## src/rtl/mprc_regs.svh

```systemverilog
// register offsets, field positions, reset values and timing counts
`ifndef MPRC_REGS_SVH
`define MPRC_REGS_SVH
// ---------------------------------------------------------------
// register offsets (8-bit registers, 4-bit address)
// ---------------------------------------------------------------
`define MPRC_A_REG_CTRL   4'h0
`define MPRC_A_SEQ_DELAY  4'h1
`define MPRC_A_SLV_CTRL   4'h2
`define MPRC_A_SLV_DELAY  4'h3
`define MPRC_A_LOAD_SEL   4'h4
`define MPRC_A_LOAD_LO    4'h5
`define MPRC_A_LOAD_HI    4'h6
`define MPRC_A_CLK_CTRL   4'h7
`define MPRC_A_CONFIG     4'h8
`define MPRC_A_TOP_FLAGS  4'h9
`define MPRC_A_TOP_MASK   4'hA
`define MPRC_A_PH_FLAGS   4'hB
`define MPRC_A_PH_MASK    4'hC
`define MPRC_A_STATUS     4'hD
// ---------------------------------------------------------------
// field positions and reset values
// ---------------------------------------------------------------
`define MPRC_F_SPREAD     0
`define MPRC_F_DOUBLE     4
`define MPRC_F_HALF       5
`define MPRC_CONFIG_RST   8'h0E
`define MPRC_CLK_CTRL_RST 8'h00
`define MPRC_MODE_RC      2'h0
`define MPRC_MODE_BOTH    2'h1
`define MPRC_MODE_ACTIVE  2'h2
// ---------------------------------------------------------------
// timing
// ---------------------------------------------------------------
`define MPRC_CLK_NS       10
`define MPRC_MEAS_MAX_NS  50000
`define MPRC_SS_MAX_NS    1000000
`define MPRC_STEP_A_NS    320000
`define MPRC_STEP_B_NS    640000
`define MPRC_STEP_C_NS    1000000
`define MPRC_STEP_D_NS    2000000
`define MPRC_POR_CYCLES   16
`define MPRC_PER_MAX      8'hFF
`endif

```

## src/rtl/mprc_pkg.sv

```systemverilog
// types shared by the regulator control block
package mprc_pkg;
  // power-up progression of the device
  typedef enum logic [1:0] {ST_POR, ST_OTP, ST_STANDBY, ST_ACTIVE} mprc_state_e;
  typedef logic [7:0] mprc_byte_t;   // one register
endpackage : mprc_pkg

```

## src/rtl/mprc_top.sv

```systemverilog
// control logic of a four-phase step-down regulator
//
// The implementer's own choices: strobed register access and the placing of the registers.
`timescale 1ns/10ps
`include "mprc_regs.svh"
`default_nettype none
module mprc_top
  import mprc_pkg::*;
#(
  parameter int MEAS_CYCLES = `MPRC_MEAS_MAX_NS / `MPRC_CLK_NS,
  parameter int SS_CYCLES   = `MPRC_SS_MAX_NS / `MPRC_CLK_NS,
  parameter int STEP_A      = `MPRC_STEP_A_NS / `MPRC_CLK_NS,
  parameter int STEP_B      = `MPRC_STEP_B_NS / `MPRC_CLK_NS,
  parameter int STEP_C      = `MPRC_STEP_C_NS / `MPRC_CLK_NS,
  parameter int STEP_D      = `MPRC_STEP_D_NS / `MPRC_CLK_NS
) (
  input  wire logic        mclk_i,           // 100 MHz clock
  input  wire logic        sys_rst_i,        // async reset, high
  input  wire logic        ce_i,             // clock enable
  input  wire logic        supply_ok_i,      // analog supply above lockout
  input  wire logic        reset_pin_n_i,    // reset pin, low resets
  input  wire logic [3:0]  addr_i,           // register address
  input  wire logic [7:0]  wr_data_i,        // write data
  input  wire logic        wr_i,             // write strobe
  input  wire logic        rd_i,             // read strobe
  output logic      [7:0]  rd_data_o,        // read data, next cycle
  input  wire logic [2:0]  enable_pin_i,     // enable pins a, b, c
  input  wire logic        sync_clock_in_i,  // external sync clock
  input  wire logic [39:0] phase_current_i,  // four 10-bit phase currents
  input  wire logic        vout_above_i,     // output above 0.35 V
  input  wire logic        power_good_i,     // output at power-good level
  input  wire logic [3:0]  phase_ilim_i,     // per-phase current limit
  output logic             regulator_on_o,   // regulator enable
  output logic             slew_ctrl_o,      // slew-rate controlled ramp
  output logic             spread_o,         // spread spectrum active
  output logic             ext_clk_sel_o,    // external clock in use
  output logic      [2:0]  pulldown_o,       // enable pin pulldowns on
  output logic      [2:0]  discharge_o,      // slave discharge enables
  output logic             host_if_en_o,     // host interface enabled
  output logic             irq_out_n_o       // interrupt, active low
);
  import mprc_pkg::*;

  // ---------------------------------------------------------------
  // registers and state
  // ---------------------------------------------------------------
  mprc_state_e state;              // power-up progression
  logic [4:0]  por_cnt;            // power-on reset timer
  mprc_byte_t  reg_ctrl;           // enable bit, pin control, pin choice
  mprc_byte_t  seq_delay;          // startup [3:0], shutdown [7:4]
  logic [2:0]  slv_dis;            // slave discharge bits
  logic [1:0]  load_sel;           // phase to measure
  logic [9:0]  load_res;           // last measurement result
  mprc_byte_t  clk_ctrl;           // mode [1:0], nominal freq [6:2]
  mprc_byte_t  config_r;           // spread, pulldowns, delay step
  logic [2:0]  top_flags;          // ready, clock change, missing clock
  logic [2:0]  top_mask;           // masks for top flags
  logic [5:0]  ph_flags;           // pg, short, current limits
  logic [5:0]  ph_mask;            // masks for phase flags
  logic        meas_busy;          // measurement running
  logic [15:0] meas_cnt;           // measurement timer
  logic        clk_prev;           // last sync clock sample
  logic [7:0]  per_cnt;            // cycles since last sync edge
  logic        clk_valid;          // sync clock inside limits
  logic        ext_sel;            // external clock chosen
  logic        pin_q;              // last selected pin level
  logic        pin_on;             // delayed pin request
  logic        dly_busy;           // delay running
  logic        dly_dir;            // level to apply after delay
  logic [3:0]  dly_left;           // delay steps remaining
  logic [17:0] step_cnt;           // cycles within one step
  logic        ss_done;            // output passed 0.35 V
  logic [16:0] ss_cnt;             // soft start timer
  logic        sc_fault;           // short circuit latched off
  logic        pg_q;               // last power-good level
  logic [3:0]  ilim_q;             // last current-limit levels
  logic        reg_on;             // regulator running

  // ---------------------------------------------------------------
  // decode
  // ---------------------------------------------------------------
  wire pwr_bad  = !supply_ok_i || !reset_pin_n_i;
  wire bus_ok   = (state == ST_STANDBY) || (state == ST_ACTIVE);
  wire wr_en    = wr_i && bus_ok;   // writes before standby are dropped
  wire wr_ctrl  = wr_en && (addr_i == `MPRC_A_REG_CTRL);
  wire wr_dly   = wr_en && (addr_i == `MPRC_A_SEQ_DELAY);
  wire wr_slv   = wr_en && (addr_i == `MPRC_A_SLV_CTRL);
  wire wr_lsel  = wr_en && (addr_i == `MPRC_A_LOAD_SEL);
  wire wr_clk   = wr_en && (addr_i == `MPRC_A_CLK_CTRL);
  wire wr_cfg   = wr_en && (addr_i == `MPRC_A_CONFIG);
  wire wr_tflg  = wr_en && (addr_i == `MPRC_A_TOP_FLAGS);
  wire wr_tmsk  = wr_en && (addr_i == `MPRC_A_TOP_MASK);
  wire wr_pflg  = wr_en && (addr_i == `MPRC_A_PH_FLAGS);
  wire wr_pmsk  = wr_en && (addr_i == `MPRC_A_PH_MASK);

  // ---------------------------------------------------------------
  // regulator control
  // ---------------------------------------------------------------
  wire       en_bit   = reg_ctrl[0];
  wire       pin_ctl  = reg_ctrl[1];
  wire [1:0] pin_sel  = reg_ctrl[3:2];
  // code 3 selects no pin and reads as low
  wire       sel_pin  = (pin_sel == 2'h3) ? 1'b0 : enable_pin_i[pin_sel];
  wire       pin_rise = sel_pin && !pin_q;
  wire       pin_fall = !sel_pin && pin_q;
  // bit path is immediate, delays belong to the pin path only
  wire       want_on  = en_bit && (!pin_ctl || pin_on);
  wire       next_on  = want_on && !sc_fault && bus_ok;
  wire [3:0] edge_code = sel_pin ? seq_delay[3:0] : seq_delay[7:4];

  // step length from double and half bits
  wire [1:0]  dsel = {config_r[`MPRC_F_DOUBLE], config_r[`MPRC_F_HALF]};
  wire [17:0] step_len =
    (dsel == 2'h1) ? 18'(STEP_A) :
    (dsel == 2'h3) ? 18'(STEP_B) :
    (dsel == 2'h0) ? 18'(STEP_C) : 18'(STEP_D);
  wire step_end = (step_cnt == step_len - 18'h1);

  // ---------------------------------------------------------------
  // soft start supervision
  // ---------------------------------------------------------------
  wire ss_timeout = reg_on && !ss_done && !vout_above_i &&
                    (ss_cnt == 17'(SS_CYCLES - 1));

  // ---------------------------------------------------------------
  // load current measurement
  // ---------------------------------------------------------------
  wire [9:0]  ph0 = phase_current_i[9:0];
  wire [9:0]  ph1 = phase_current_i[19:10];
  wire [9:0]  ph2 = phase_current_i[29:20];
  wire [9:0]  ph3 = phase_current_i[39:30];
  wire [11:0] ph_sum = 12'(ph0) + 12'(ph1) + 12'(ph2) + 12'(ph3);
  // total saturates at full scale rather than wrapping
  wire [9:0]  sum_sat = (ph_sum > 12'h3FF) ? 10'h3FF : ph_sum[9:0];
  wire [9:0]  meas_val =
    (load_sel == 2'h0) ? sum_sat :
    (load_sel == 2'h1) ? ph1 :
    (load_sel == 2'h2) ? ph2 : ph3;
  wire meas_end = meas_busy &&
                  (meas_cnt == 16'(MEAS_CYCLES - 1));

  // ---------------------------------------------------------------
  // sync clock detector
  // ---------------------------------------------------------------
  wire [1:0]  mode     = clk_ctrl[1:0];
  wire [4:0]  nom_f    = clk_ctrl[6:2];
  wire        clk_rise = sync_clock_in_i && !clk_prev;
  wire [8:0]  per_len  = 9'(per_cnt) + 9'h1;
  // frequency check without division: 100/p MHz against F
  wire [17:0] p_times  = 18'(per_len) * 18'(nom_f);
  wire        in_lim   = (p_times * 18'd11 >= 18'd1000) &&
                         (p_times * 18'd7 <= 18'd1000);
  wire        det_en   = (mode == `MPRC_MODE_BOTH) ||
                         ((mode == `MPRC_MODE_ACTIVE) &&
                          (state == ST_ACTIVE));
  wire        next_ext = det_en && clk_valid;
  // held off outside rc mode and until the external clock is really let go
  wire        spread_n = config_r[`MPRC_F_SPREAD] && !ext_sel &&
                         (mode == `MPRC_MODE_RC);
  wire        miss_otp = (state == ST_OTP) && (por_cnt == 5'h0) &&
                         (mode == `MPRC_MODE_BOTH) && !clk_valid;
  wire        miss_act = (state == ST_STANDBY) && next_on &&
                         (mode == `MPRC_MODE_ACTIVE) && !clk_valid;

  // ---------------------------------------------------------------
  // interrupt flags
  // ---------------------------------------------------------------
  wire [2:0] top_set = {miss_otp || miss_act,
                        det_en && (next_ext != ext_sel),
                        meas_end};
  wire [5:0] ph_set  = {phase_ilim_i & ~ilim_q,
                        ss_timeout,
                        power_good_i && !pg_q};
  wire [2:0] top_clr = wr_tflg ? wr_data_i[2:0] : 3'h0;
  wire [5:0] ph_clr  = wr_pflg ? wr_data_i[5:0] : 6'h0;
  // set wins over a clear in the same cycle, mask never blocks a set
  wire [2:0] next_tf = (top_flags & ~top_clr) | top_set;
  wire [5:0] next_pf = (ph_flags & ~ph_clr) | ph_set;
  wire next_irq_n = ~(|(next_tf & ~top_mask) |
                      |(next_pf & ~ph_mask));

  // ---------------------------------------------------------------
  // read mux
  // ---------------------------------------------------------------
  wire [7:0] status = {3'h0, sc_fault, ext_sel, reg_on, 2'(state)};
  wire [7:0] next_rd =
    (addr_i == `MPRC_A_REG_CTRL)  ? reg_ctrl :
    (addr_i == `MPRC_A_SEQ_DELAY) ? seq_delay :
    (addr_i == `MPRC_A_SLV_CTRL)  ? {5'h0, slv_dis} :
    (addr_i == `MPRC_A_LOAD_SEL)  ? {6'h0, load_sel} :
    (addr_i == `MPRC_A_LOAD_LO)   ? load_res[7:0] :
    (addr_i == `MPRC_A_LOAD_HI)   ? {6'h0, load_res[9:8]} :
    (addr_i == `MPRC_A_CLK_CTRL)  ? clk_ctrl :
    (addr_i == `MPRC_A_CONFIG)    ? config_r :
    (addr_i == `MPRC_A_TOP_FLAGS) ? {5'h0, top_flags} :
    (addr_i == `MPRC_A_TOP_MASK)  ? {5'h0, top_mask} :
    (addr_i == `MPRC_A_PH_FLAGS)  ? {2'h0, ph_flags} :
    (addr_i == `MPRC_A_PH_MASK)   ? {2'h0, ph_mask} :
    (addr_i == `MPRC_A_STATUS)    ? status : 8'h00;

  // ---------------------------------------------------------------
  // power-up progression
  // ---------------------------------------------------------------
  // held in por while supply or reset pin is bad
  always_ff @(posedge mclk_i or posedge sys_rst_i)
  begin
    if (sys_rst_i)
    begin
      state   <= ST_POR;
      por_cnt <= 5'h0;
    end
    else if (ce_i)
    begin
      if (pwr_bad)
      begin
        state   <= ST_POR;
        por_cnt <= 5'h0;
      end
      else
        unique case (state)
          ST_POR:
          begin
            por_cnt <= por_cnt + 5'h1;
            if (por_cnt == 5'(`MPRC_POR_CYCLES - 1))
            begin
              state   <= ST_OTP;
              por_cnt <= 5'h0;
            end
          end
          ST_OTP:     state <= ST_STANDBY;
          ST_STANDBY: if (next_on) state <= ST_ACTIVE;
          ST_ACTIVE:  if (!next_on) state <= ST_STANDBY;
        endcase
    end
  end

  // ---------------------------------------------------------------
  // software registers (defaults act as loaded otp values)
  // ---------------------------------------------------------------
  always_ff @(posedge mclk_i or posedge sys_rst_i)
  begin
    if (sys_rst_i)
    begin
      reg_ctrl  <= 8'h00;
      seq_delay <= 8'h00;
      slv_dis   <= 3'h0;
      load_sel  <= 2'h0;
      clk_ctrl  <= `MPRC_CLK_CTRL_RST;
      config_r  <= `MPRC_CONFIG_RST;
      top_mask  <= 3'h0;
      ph_mask   <= 6'h0;
    end
    else if (ce_i)
    begin
      if (pwr_bad)
      begin
        reg_ctrl  <= 8'h00;
        seq_delay <= 8'h00;
        slv_dis   <= 3'h0;
        load_sel  <= 2'h0;
        clk_ctrl  <= `MPRC_CLK_CTRL_RST;
        config_r  <= `MPRC_CONFIG_RST;
        top_mask  <= 3'h0;
        ph_mask   <= 6'h0;
      end
      else
      begin
        if (wr_ctrl) reg_ctrl  <= {4'h0, wr_data_i[3:0]};
        if (wr_dly)  seq_delay <= wr_data_i;
        // slave control keeps only its discharge bits
        if (wr_slv)  slv_dis   <= wr_data_i[2:0];
        if (wr_lsel) load_sel  <= wr_data_i[1:0];
        if (wr_clk)  clk_ctrl  <= {1'b0, wr_data_i[6:0]};
        if (wr_cfg)  config_r  <= {2'h0, wr_data_i[5:0]};
        if (wr_tmsk) top_mask  <= wr_data_i[2:0];
        if (wr_pmsk) ph_mask   <= wr_data_i[5:0];
      end
    end
  end

  // ---------------------------------------------------------------
  // measurement sequencer
  // ---------------------------------------------------------------
  // a write during a run restarts it with the new selection
  always_ff @(posedge mclk_i or posedge sys_rst_i)
  begin
    if (sys_rst_i)
    begin
      meas_busy <= 1'b0;
      meas_cnt  <= 16'h0;
      load_res  <= 10'h0;
    end
    else if (ce_i)
    begin
      if (pwr_bad)
      begin
        meas_busy <= 1'b0;
        load_res  <= 10'h0;
      end
      else if (wr_lsel)
      begin
        meas_busy <= 1'b1;
        meas_cnt  <= 16'h0;
      end
      else if (meas_end)
      begin
        meas_busy <= 1'b0;
        load_res  <= meas_val;
      end
      else if (meas_busy)
        meas_cnt <= meas_cnt + 16'h1;
    end
  end

  // ---------------------------------------------------------------
  // sync clock period check
  // ---------------------------------------------------------------
  // a stalled clock saturates the counter and drops validity
  always_ff @(posedge mclk_i or posedge sys_rst_i)
  begin
    if (sys_rst_i)
    begin
      clk_prev  <= 1'b0;
      per_cnt   <= 8'h0;
      clk_valid <= 1'b0;
      ext_sel   <= 1'b0;
    end
    else if (ce_i)
    begin
      clk_prev <= sync_clock_in_i;
      ext_sel  <= next_ext;
      if (clk_rise)
      begin
        per_cnt   <= 8'h0;
        clk_valid <= in_lim;
      end
      else if (per_cnt == `MPRC_PER_MAX)
        clk_valid <= 1'b0;
      else
        per_cnt <= per_cnt + 8'h1;
    end
  end

  // ---------------------------------------------------------------
  // enable pin delays
  // ---------------------------------------------------------------
  // a new edge always restarts the pending delay
  always_ff @(posedge mclk_i or posedge sys_rst_i)
  begin
    if (sys_rst_i)
    begin
      pin_q    <= 1'b0;
      pin_on   <= 1'b0;
      dly_busy <= 1'b0;
      dly_dir  <= 1'b0;
      dly_left <= 4'h0;
      step_cnt <= 18'h0;
    end
    else if (ce_i)
    begin
      pin_q <= sel_pin;
      if (pin_rise || pin_fall)
      begin
        step_cnt <= 18'h0;
        dly_dir  <= sel_pin;
        dly_left <= edge_code;
        if (edge_code == 4'h0)
        begin
          pin_on   <= sel_pin;
          dly_busy <= 1'b0;
        end
        else
          dly_busy <= 1'b1;
      end
      else if (dly_busy)
      begin
        step_cnt <= step_end ? 18'h0 : step_cnt + 18'h1;
        if (step_end)
        begin
          dly_left <= dly_left - 4'h1;
          if (dly_left == 4'h1)
          begin
            pin_on   <= dly_dir;
            dly_busy <= 1'b0;
          end
        end
      end
    end
  end

  // ---------------------------------------------------------------
  // soft start and regulator output
  // ---------------------------------------------------------------
  // a short circuit holds the regulator off until the request drops
  always_ff @(posedge mclk_i or posedge sys_rst_i)
  begin
    if (sys_rst_i)
    begin
      reg_on   <= 1'b0;
      ss_done  <= 1'b0;
      ss_cnt   <= 17'h0;
      sc_fault <= 1'b0;
    end
    else if (ce_i)
    begin
      reg_on <= next_on && !ss_timeout;
      if (!want_on)
        sc_fault <= 1'b0;
      else if (ss_timeout)
        sc_fault <= 1'b1;
      if (!reg_on)
      begin
        ss_done <= 1'b0;
        ss_cnt  <= 17'h0;
      end
      else if (vout_above_i)
        ss_done <= 1'b1;
      else if (!ss_done)
        ss_cnt <= ss_cnt + 17'h1;
    end
  end

  // ---------------------------------------------------------------
  // flags, read data and registered outputs
  // ---------------------------------------------------------------
  always_ff @(posedge mclk_i or posedge sys_rst_i)
  begin
    if (sys_rst_i)
    begin
      top_flags      <= 3'h0;
      ph_flags       <= 6'h0;
      pg_q           <= 1'b0;
      ilim_q         <= 4'h0;
      rd_data_o      <= 8'h00;
      irq_out_n_o    <= 1'b1;
      regulator_on_o <= 1'b0;
      slew_ctrl_o    <= 1'b0;
      spread_o       <= 1'b0;
      ext_clk_sel_o  <= 1'b0;
      pulldown_o     <= 3'h7;
      discharge_o    <= 3'h0;
      host_if_en_o   <= 1'b0;
    end
    else if (ce_i)
    begin
      pg_q   <= power_good_i;
      ilim_q <= phase_ilim_i;
      top_flags <= pwr_bad ? 3'h0 : next_tf;
      ph_flags  <= pwr_bad ? 6'h0 : next_pf;
      irq_out_n_o    <= pwr_bad ? 1'b1 : next_irq_n;
      rd_data_o      <= (rd_i && bus_ok) ? next_rd : 8'h00;
      regulator_on_o <= reg_on;
      slew_ctrl_o    <= reg_on && ss_done;
      spread_o       <= spread_n;
      ext_clk_sel_o  <= ext_sel;
      pulldown_o     <= config_r[3:1];
      discharge_o    <= slv_dis;
      host_if_en_o   <= bus_ok;
    end
  end

endmodule : mprc_top
`default_nettype wire

```

## config.mk

```make
export PLATFORM = sky130hd
export DESIGN_NAME = mprc_top
export DESIGN_NICKNAME = d
export VERILOG_FILES = /design/src/rtl/mprc_pkg.sv /design/src/rtl/mprc_top.sv
export VERILOG_INCLUDE_DIRS = /design/src /design/src/rtl
export SDC_FILE = /design/constraint.sdc
export NUM_CORES = 1
export LEC_CHECK = 0
export BUFFER_PORTS_ARGS = -buffer_cell sky130_fd_sc_hd__buf_2
export CAP_MARGIN = 20
export CORE_MARGIN = 2
export CORE_UTILIZATION = 45
export CTS_CLUSTER_DIAMETER = 40
export DETAILED_ROUTE_END_ITERATION = 10
export GPL_ROUTABILITY_DRIVEN = 0
export PLACE_DENSITY = 0.63
export SLEW_MARGIN = 20
export SYNTH_ARGS = -nofsm -noshare
export SYNTH_HDL_FRONTEND = slang
export SYNTH_SLANG_ARGS = --single-unit
```

## constraint.sdc

```tcl
create_clock -name mclk_i -period 15.6 [get_ports mclk_i]
set_input_delay 2.34 -clock mclk_i [delete_from_list [all_inputs] [get_ports mclk_i]]
set_output_delay 2.34 -clock mclk_i [all_outputs]
set_load 0.02 [all_outputs]
```

Word-level counts from Yosys, hierarchy flattened
Index checks and enable logic that the tools add are counted.

storage, ports and cells
  flip-flop bits (word level) = 171
  bits in latches = 0
  memory bits (writable) = 0
  ROM bits = 0
  input port bits = 69
  word-level logic and storage cells = 306
  memories kept = 0

cells by class
  $add $sub $neg = 11
  $mul = 3
  div/mod/pow operators = 0
  $lt $le $gt $ge = 4
  equality and inequality tests = 40
  shift operators = 0
  mux-type cells = 90
  bitwise operators = 15
  reductions and logical operators = 103

operators by type and width
  cell                                                                                    count
  8-bit 2-to-1 mux                                                                        19
  18-bit 2-to-1 mux                                                                       6
  10-bit 2-to-1 mux                                                                       7
  17-bit 2-to-1 mux                                                                       3
  16-bit 2-to-1 mux                                                                       3
  6-bit 2-to-1 mux                                                                        8
  1-bit logical AND                                                                       37
  2-bit AND reduction                                                                     16
  2-bit nonzero test                                                                      15
  4-bit == test (second input constant)                                                   6
  1-bit 2-to-1 mux                                                                        22
  5-bit 2-to-1 mux                                                                        4
  18-bit by 1-bit adder with 18-bit output (second input constant)                        1
  18-bit == test                                                                          1
  18-bit by 10-bit greater-or-equal comparator with 1-bit output (second input constant)  1
  14-bit by 4-bit multiplier with 18-bit output (second input constant)                   1
  3-bit 2-to-1 mux                                                                        6
  18-bit by 1-bit subtractor with 18-bit output (second input constant)                   1
  17-bit by 1-bit adder with 17-bit output (second input constant)                        1
  17-bit == test (second input constant)                                                  1
  17-bit by 10-bit <= comparator with 1-bit output (second input constant)                1
  14-bit by 3-bit multiplier with 17-bit output (second input constant)                   1
  16-bit by 1-bit adder with 16-bit output (second input constant)                        1
  16-bit by 13-bit == test with 1-bit output (second input constant)                      1
  46 further kinds                                                                        103

Longest topological paths before layout
Gate-level depths: netlist of the first run.

  word-level depth = 15
  gate-level depth with buffers = 28
  depth with buffers taken out = 28

Worst setup path before layout of the first run
Ideal clock, no wire load.

  path type = reg-to-reg
  from = reg per_cnt[0]
  to = reg clk_valid
  arrival time = 6.698 ns
  slack = 8.782 ns
  cell stages (with the launch flop) = 28
  clock period less this slack = 6.818 ns
  cell sequence = dfrtp_1 > ha_1 > xor2_1 > nand2_1 > fa_1 > fa_1 > fa_1 > inv_1 > ha_1 > nor2b_1 > o21ai_0 > a21boi_0 > o21ai_0 > a21oi_1 > o21ai_0 > mux2i_1 > or2_2 > ha_1 > inv_1 > fa_1 > inv_1 > ha_1 > or4_1 > a211oi_1 > o21ai_0 > a311oi_1 > o2111ai_1 > a41o_1

on the way
  longest elaborated chain between the ends = 6
  elaborated cells between the ends (all ways) = 11

ends and longest elaborated chain
  what                                                                                                                                RTL line                          source
  start, declared                                                                                                                     mprc_top.sv:63                    logic [7:0] per_cnt;
  start signal, assigned                                                                                                              mprc_top.sv:340                   per_cnt <= per_cnt + 8'h1;
  8-bit by 1-bit adder with 9-bit output                                                                                              mprc_top.sv:148                   wire [8:0] per_len = 9'(per_cnt) + 9'h1;
  9-bit by 5-bit multiplier with 14-bit output                                                                                        mprc_top.sv:150                   wire [17:0] p_times = 18'(per_len) * 18'(nom_f);
  14-bit by 4-bit multiplier with 18-bit output or 14-bit by 3-bit multiplier with 17-bit output (tied branches)                      mprc_top.sv:151, mprc_top.sv:152
  18-bit by 10-bit greater-or-equal comparator with 1-bit output or 17-bit by 10-bit <= comparator with 1-bit output (tied branches)  mprc_top.sv:151, mprc_top.sv:152
  1-bit logical AND                                                                                                                   mprc_top.sv:151                   wire in_lim = (p_times * 18'd11 >= 18'd1000) &&
  1-bit 2-to-1 mux                                                                                                                    mprc_top.sv:332                   if (clk_rise)
  end signal, assigned                                                                                                                mprc_top.sv:335                   clk_valid <= in_lim;
  end, declared                                                                                                                       mprc_top.sv:64                    logic clk_valid;

Parallel ways exist; a longest one is shown, timed or not.
A chain may end at the register's enable or synchronous reset.

Worst setup path after layout of the first run
Same ends and word-level chain as after synthesis.

==> results of run 1 <==
stage by stage:
step / cell area (sq um) / cells
after detailed placement: 13700 / 1847
after floorplan: 12900 / 1422
after global placement: 13700 / 1847
final: 14300 / 1880
after CTS: 14300 / 1879
after global routing: 14300 / 1880
state kept, by name (all words and copies together), names as in the netlist, 5 cells and up:
name	count
ph_flags	6
per_cnt	8
load_res	10
ph_mask	6
meas_cnt	16
clk_ctrl	7
seq_delay	8
ss_cnt	17
por_cnt	5
step_cnt	18
rd_data_o	8
config_r	6
cell type report:
class,instances,area (sq um),area share (%)
repair buffers,97,528,3.69
clock buffers,19,453,3.17
well taps,378,473,3.31
clock inverters,13,168,1.17
inverters,126,478,3.34
multi-input cells,1083,8100,56.6
flip-flops and latches,164,4110,28.7
per-layer routing:
| layer | GRT usage (%) | vias to the layer above | share of wire, % |
|---|---|---|---|
| met4 | 6.29 | 0 | 1.7 |
| met5 | 0 | - | 0 |
| met2 | 34.0 | 256 | 47 |
| met3 | 3.22 | 45 | 5.1 |
| met1 | 29.0 | 4994 | 47 |
| li1 | - | 5084 | - |
final timing paths:
kind / start / endpoint / slack [ps] / depth (start not counted)
worst min-delay path: irq_out_n_o / irq_out_n_o / 490 / 2
min in group asynchronous: sys_rst_i / meas_cnt[5] / 2050 / 2
max in group asynchronous: sys_rst_i / seq_delay[5] / 12370 / 4
worst max register to register: per_cnt[0] / clk_valid / 8150 / 27
worst min register to register: irq_out_n_o / irq_out_n_o / 490 / 2
worst max-delay path: per_cnt[0] / clk_valid / 8150 / 27
worst max-delay path: cells and delay by family, from the launching register on:
| kind | cells | cell delay, ps |
|---|---|---|
| buf+inv | 3 | 130 |
| mux | 1 | 130 |
| fa+ha+maj | 8 | 3130 |
| xor+xnor | 1 | 280 |
| compound gates | 10 | 2020 |
| flops | 1 | 480 |
| simple gates | 4 | 1170 |
synth_stat cells, types with 4 or more instances:
master	number
nand3_1	42
a21o_1	7
a22o_1	10
o211ai_1	18
a21oi_1	76
buf_1	7
nor2_1	102
fa_1	66
a22oi_1	4
nor3_2	4
or2_2	6
dfrtp_1	157
nand2b_1	19
ha_1	95
a32o_1	12
mux2_2	21
clkbuf_1	36
and3_1	13
and4_1	5
inv_1	125
and2_1	24
xor2_1	47
o21a_1	7
nand3b_1	5
or3_1	5
o31ai_1	4
nand4_1	12
a2bb2oi_1	7
buf_2	4
o21ai_0	111
o22ai_1	8
a31oi_1	8
nor2b_1	33
nor4_1	11
xnor2_1	33
dfstp_2	7
o2111ai_1	6
o2bb2ai_1	14
nand2_1	143
nor3_1	27
mux2i_1	21
cells by family (layout without fill, tap and decap cells):
group	Yosys count	after routing	synth area share (%)
muxes	42	42	3.47
xor gates and xnor gates	80	80	5.44
and+or+nand+nor	472	472	18.3
adders and majority gates	161	161	19.5
DFF	164	164	31.9
buffers and inverters	175	255	5.25
AOI/OAI and AO/OA	328	328	16.2
power breakdown:
group          switching, mW  leakage [nW]  internal (mW)
clock                  0.190         0.305          0.250
sequential            0.0258          2.21          0.448
combinational          0.194          4.12          0.138
total                  0.410          6.63          0.836
==> impl_metrics.toml, run 1 <==
[outcome]
status = "completed"

[drt]
drc_errors = 0
viasPerCell = 5.52
vias = 10400
drt_iter0_markers = 706
routed_wl_microns = 30900
antenna_left = 0
routedWlPerCell_microns = 16.4
first_pass_iters = 5

[critical_path]
crit_arrival_ps = 7770
cp_slowest_cell = "fa_1"
crit_required_ps = 15920
cpPeakStageDelay_ps = 540
crit_type = "reg2reg"
start_kind = "register"
cp_max_fo = 10
end_kind = "register"

[timing]
worst_slew_pin_slew_ps = 970
period_share_pct = 47.8
relSlewSlack_pct = 34.7
hold_violations = 0
setup-tns-final_ps = 0
hold_ws_ps = 489
period_minus_slack_ps = 7450
finalSetupViolations = 0
fin_skew_ps = 15.1
setup_ws_ps = 8150
fmax_ghz = 0.134
slew_violations = 0
grt_setup_unrepaired = "false"

[cts]
clkTransAtPathRegs_ps = 70
numCtsBuffers = 17
cts_max_level = 4
post-cts-setup-buffers = 0
cts.sink_count = 164
clk_path_buf_depth = 2
postCtsHoldBufs = 0
cts_resized = 0
worstSkewPairLatency_ps = 440
tritoncts = "yes"
cts_root_buffer = "clkbuf_16"

[floorplanning]
initial_core_util_pct = 46.0
die_area_sq_mm = 0.0300
pin_count = 89
fp.coreArea_sq_mm = 0.0280
die-width_microns = 173
die_h_microns = 173
rows = 61

[synth]
synth_cell_types = 78
syn_area_sq_mm = 0.0129
async_reset_ff_share_pct = 100
synth_top_area_share_pct = 30.5
synth_cells = 1422
yosysTopAreaCell = "dfrtp_1"
postSynthNetCount = 1652
yosys_most_used_dff = "dfrtp_1"
synth_edf_count = 0
syn_area_per_cell_sq_um = 9.06
ys_seq_area_share_pct = 31.9
ys_top_cells_by_area = "dfrtp_1 (30%), fa_1 (10%), ha_1 (9.2%)"
synth_seq_cells = 164
ys_warn_count = 0

[pwr]
p_total_mw = 1.25
ir_worst_vdd_uv = 58.1
cellPowerDensity_mw_per_mm2 = 87.1
leakage_nw = 6.63

[job]
drv_cap = 0

[placed_design]
place_ws_ps = 8150
hpwl_microns = 23400
io_buffers = 88

[grt]
grt_use_total_pct = 20.9
overflow = 0
antenna_found_initial = 0
grt_pass1_wl_microns = 51600
grt_max_degree = 90
grt_pass1_vias = 10300

[finish]
area_growth_pct = 11.0
fin_util_pct = 51.1
nNetsFinal = 1719
antenna_cells = 0
drive_gt1_share_pct = 11.7
num-fill-cells = 2662
final_common_cell = "dfrtp_1"
final_cell_mix = "dfrtp_1 (157), nand2_1 (143), inv_1 (124), o21ai_0 (110), nor2_1 (102)"

[min_path]
hold_class = "reg2reg"
No activity file was read; power rests on OpenSTA's default activity.
==> inputs of run 2 (changes only) <==
==> constraint.sdc (replaced) <==
create_clock -name mclk_i -period 7.5 [get_ports mclk_i]
set_input_delay 1.125 -clock mclk_i [delete_from_list [all_inputs] [get_ports mclk_i]]
set_output_delay 1.125 -clock mclk_i [all_outputs]
set_load 0.02 [all_outputs]
==> impl_metrics.toml, run 2 (synthesis results as in run 1) <==
[cts]
cts_root_buffer = "clkbuf_16"
clk_path_buf_depth = 2
cts_max_level = 4
worstSkewPairLatency_ps = 430
postCtsHoldBufs = 0
numCtsBuffers = 17
cts.sink_count = 164
clkTransAtPathRegs_ps = 70
tritoncts = "yes"

[placed_design]
place_ws_ps = 218
place_area_sq_mm = 0.0137
io_buffers = 88
hpwl_microns = 23500

[critical_path]
cp_max_fo = 6
crit_type = "reg2reg"
crit_arrival_ps = 7180
end_kind = "register"
critPathTopFamily = "adder cells"
start_kind = "register"
crit_required_ps = 7820
path_buf_inv = 4
cp_slowest_cell = "fa_1"
cpPeakStageDelay_ps = 540

[pwr]
p_int_mw = 1.67
ir_worst_vdd_uv = 140
swShare_pct = 34.6
comb_power_share_pct = 27.3
p_clk_share_pct = 34.1
seqPwrFrac_pct = 38.6
cellPowerDensity_mw_per_mm2 = 178
p_sw_uw = 885
leakage_nw = 6.64

[grt]
grt_use_total_pct = 21.0
grt_use_met1_pct = 29.5
busiest_layer = "met2"
antenna_found_initial = 0
use_met2_pct = 34.0
grt_max_degree = 99
grt_pass1_vias = 10300
use_met3_pct = 3.42
overflow = 0
grt_pass1_wl_microns = 51800

[drt]
viasPerCell = 5.52
drt_iter0_markers = 745
first_pass_iters = 5
vias = 10400
drc_errors = 0
antenna_left = 0
routedWlPerCell_microns = 16.4
routed_wl_microns = 30800

[finish]
finalInstanceArea_sq_mm = 0.0143
largest_register_ffs = 18
final_cell_mix = "dfrtp_1 (157), nand2_1 (143), inv_1 (124), o21ai_0 (108), nor2_1 (102)"
num-fill-cells = 2628
reg_top3 = "step_cnt (18), ss_cnt (17), meas_cnt (16)"
drive_gt1_share_pct = 12.4
nNetsFinal = 1723
top_register = "step_cnt"
final_common_cell = "dfrtp_1"
antenna_cells = 0
area_growth_pct = 11.2

[floorplanning]
die_h_microns = 173
die_area_sq_mm = 0.0300
rows = 61
die-width_microns = 173
fp.coreArea_sq_mm = 0.0280
pin_count = 89
initial_core_util_pct = 46.0

[timing]
fin_skew_ps = 17.2
relSlewSlack_pct = 32.3
hold_violations = 0
slew_violations = 0
period_share_pct = 91.5
setup-tns-final_ps = 0
fmax_ghz = 0.146
finalSetupViolations = 0
setup_ws_ps = 641
grt_setup_unrepaired = "false"
worst_slew_pin_slew_ps = 1010
period_minus_slack_ps = 6860

[job]
drv_cap = 0

[min_path]
hold_class = "reg2reg"

[outcome]
status = "completed"
run 2: worst reg2reg max path: cells and delay by family, from the launching register on:
kind            cells  cell delay (ps)
compound gates      9             1640
xor+xnor            1              210
flops               1              390
mux                 1              150
fa+ha+maj           8             3070
buf+inv             4              180
simple gates        4             1120
run 2: worst paths after layout:
path | startpoint | to | slack (ps) | cells after the start
worst max-delay path | per_cnt[1] | clk_valid | 640 | 27
worst min-delay path | rd_data_o[4] | rd_data_o[4] | 490 | 1
worst max register to register | per_cnt[1] | clk_valid | 640 | 27
worst min register to register | rd_data_o[4] | rd_data_o[4] | 490 | 1
max in group asynchronous | sys_rst_i | ph_flags[1] | 5200 | 3
min in group asynchronous | sys_rst_i | meas_cnt[6] | 860 | 2
run 2: area by class of cell:
| cell class | count | area (sq um) | share of cell area [%] |
|---|---|---|---|
| clock buffer | 17 | 425 | 2.97 |
| clock inverter | 15 | 163 | 1.13 |
| inverter | 126 | 478 | 3.33 |
| multi-input combinational | 1083 | 8150 | 56.8 |
| sequential | 164 | 4110 | 28.7 |
| tap | 378 | 473 | 3.30 |
| timing repair buffer | 101 | 536 | 3.74 |
run 2: power groups by stage:
stage               logic, mW  clock network [mW]  registers (mW)
detailed placement      0.695                   0            1.00
finish                  0.697               0.871           0.987
CTS                     0.700               0.890           0.984
global route            0.806               0.929           0.994
global placement        0.679                   0           0.999
floorplan               0.538                   0           0.982
run 2: per-stage QoR:
stage                     cells  utilization, %  hold WS [ps]  total power, mW
after floorplan            1422               -           461             1.52
after global placement     1850            48.9           469             1.68
after detailed placement   1850            48.9           476             1.69
after CTS                  1882            51.0           495             2.57
after global routing       1884            51.2           515             2.73
final                      1884            51.2           492             2.55
run 2: layer usage:
layer / vias to the layer above / wire length, microns
met2: 256 / 14300
met1: 5023 / 14700
met3: 28 / 1500
li1: 5102 / -
met4: 0 / 392
met5: - / 0
run 2: repair_timing:
action	4_1_cts	5_1_grt
buffers inserted	0	1
gates resized for setup	0	12
setup endpoints to repair	0	1
==> inputs of run 3 (changes only) <==
--- a/config.mk
+++ b/config.mk
@@ -14,6 +14,7 @@
 export DETAILED_ROUTE_END_ITERATION = 10
 export GPL_ROUTABILITY_DRIVEN = 0
 export PLACE_DENSITY = 0.63
+export RECOVER_POWER = 50
 export SLEW_MARGIN = 20
 export SYNTH_ARGS = -nofsm -noshare
 export SYNTH_HDL_FRONTEND = slang
==> impl_metrics.toml, run 3 (synthesis results as in run 1) <==
[timing]
finalSetupViolations = 0
grt_setup_unrepaired = "false"
period_minus_slack_ps = 6860
fin_skew_ps = 17.5
fmax_ghz = 0.146
worst_slew_pin_slew_ps = 4310
slew_violations = 202
setup-tns-final_ps = 0
relSlewSlack_pct = -189
hold_violations = 0
period_share_pct = 91.4

[floorplanning]
die-width_microns = 173
die_h_microns = 173
fp.coreArea_sq_mm = 0.0280
initial_core_util_pct = 46.0
rows = 61
die_area_sq_mm = 0.0300
pin_count = 89

[min_path]
min_to = "rd_data_o[4]"
whs_path_depth = 1
hp-start = "rd_data_o[4]"
hold_class = "reg2reg"

[finish]
area_growth_pct = 10.9
top_register = "step_cnt"
multi_input_area_sq_mm = 0.00815
drive_gt1_share_pct = 10.7
final_cell_mix = "dfrtp_1 (157), nand2_1 (143), inv_1 (124), o21ai_0 (108), nor2_1 (102)"
antenna_cells = 0
largest_register_ffs = 18
stdcell_count = 1884
num-fill-cells = 2644
regArea_sq_mm = 0.00411
nNetsFinal = 1723
reg_top3 = "step_cnt (18), ss_cnt (17), meas_cnt (16)"
final_common_cell = "dfrtp_1"

[grt]
use_met3_pct = 3.42
grt_pass1_wl_microns = 51800
use_met2_pct = 34.0
busiest_layer = "met2"
grt_max_degree = 99
grt_use_met1_pct = 29.5
antenna_found_initial = 0
grt_use_total_pct = 21.0
overflow = 0
grt_pass1_vias = 10300

[critical_path]
cp-startpoint = "per_cnt[1]"
cp_slowest_cell = "fa_1"
crit_type = "reg2reg"
r2r_slack_ps = 640
cp_max_fo = 6
crit_arrival_ps = 7170
crit_required_ps = 7820
r2r_end = "clk_valid"
cpPeakStageDelay_ps = 540
start_kind = "register"
reg2reg_depth = 27
end_kind = "register"
timing.rr.start = "per_cnt[1]"

[drt]
routed_wl_microns = 30700
first_pass_iters = 5
vias = 10400
viasPerCell = 5.55
drc_errors = 0
routedWlPerCell_microns = 16.3
antenna_left = 0
drt_iter0_markers = 742

[cts]
numCtsBuffers = 17
clk_path_buf_depth = 2
tritoncts = "yes"
clkTransAtPathRegs_ps = 70
cts.sink_count = 164
worstSkewPairLatency_ps = 430
cts_root_buffer = "clkbuf_16"
cts_max_level = 4

[pwr]
leakage_nw = 6.54
ir_worst_vdd_uv = 141
cellPowerDensity_mw_per_mm2 = 179

[job]
drv_cap = 4

[outcome]
status = "finished with violations"
violations = "max-capacitance violations, max-slew violations"

[placed_design]
hpwl_microns = 23500
dp.cells = 1850
io_buffers = 88
-- run 3: cell types whose count changed in the layout (fill, tap and decap cells not counted) --
cell,before,now
buf_4,12,7
inv_6,4,3
clkinvlp_2,0,1
buf_2,88,68
clkbuf_1,0,26
clkbuf_2,1,0
-- run 3: worst max-delay path, delay by kind of cell, from the launching register on --
family,cells,cell delay [ps]
AO/OA/AOI/OAI,9,1640
flip-flops,1,390
adder cells (fa/ha/maj),8,3060
multiplexers,1,150
buffers and inverters,4,180
AND/OR/NAND/NOR,4,1120
XOR/XNOR,1,210
-- run 3: timing repair --
action                     CTS  global route
setup endpoints to repair    0             1
hold endpoints to repair     0             0
gates resized for setup      0            12
buffers inserted             0             1
hold buffers                 0             0
-- run 3: how the worst max path moves through the flow --
stage / endpoint / slack, ps / cells after the start
global placement: clk_valid / 360 / 27
finish: clk_valid / 640 / 27
CTS: clk_valid / 190 / 27
detailed placement: clk_valid / 220 / 27
floorplan: clk_valid / 680 / 27
global route: clk_valid / 60 / 26
-- run 3: stage by stage --
| stage | util (%) | hold slack, ps | total power, mW | setup WS (ps) | cell area [sq um] |
|---|---|---|---|---|---|
| 2_1_floorplan | - | 461 | 1.52 | 682 | 12900 |
| 3_3_place_gp | 48.9 | 469 | 1.68 | 359 | 13700 |
| 3_5_place_dp | 48.9 | 476 | 1.69 | 218 | 13700 |
| 4_1_cts | 51.0 | 495 | 2.57 | 188 | 14300 |
| 5_1_grt | 51.0 | 519 | 2.73 | 58.2 | 14300 |
| 6_report | 51.0 | 497 | 2.55 | 643 | 14300 |
-- run 3: area by class of cell --
cell class | count | share of cell area, %
inverters | 126 | 3.32
repair buffers | 101 | 3.43
well taps | 378 | 3.31
flip-flops and latches | 164 | 28.8
clock buffers | 17 | 2.98
multi-input cells | 1083 | 57.0
clock inverters | 15 | 1.14
-- run 3: report_power, final --
| part | switching (mW) | internal (mW) |
|---|---|---|
| combinational | 0.406 | 0.289 |
| sequential | 0.0549 | 0.932 |
| clock | 0.422 | 0.447 |
| total | 0.883 | 1.67 |
-- run 3: per-layer routing --
metal / vias to the layer above / routed length, microns
met5: - / 0
met4: 0 / 493
met3: 37 / 1530
met2: 260 / 14100
met1: 5044 / 14600
li1: 5106 / -
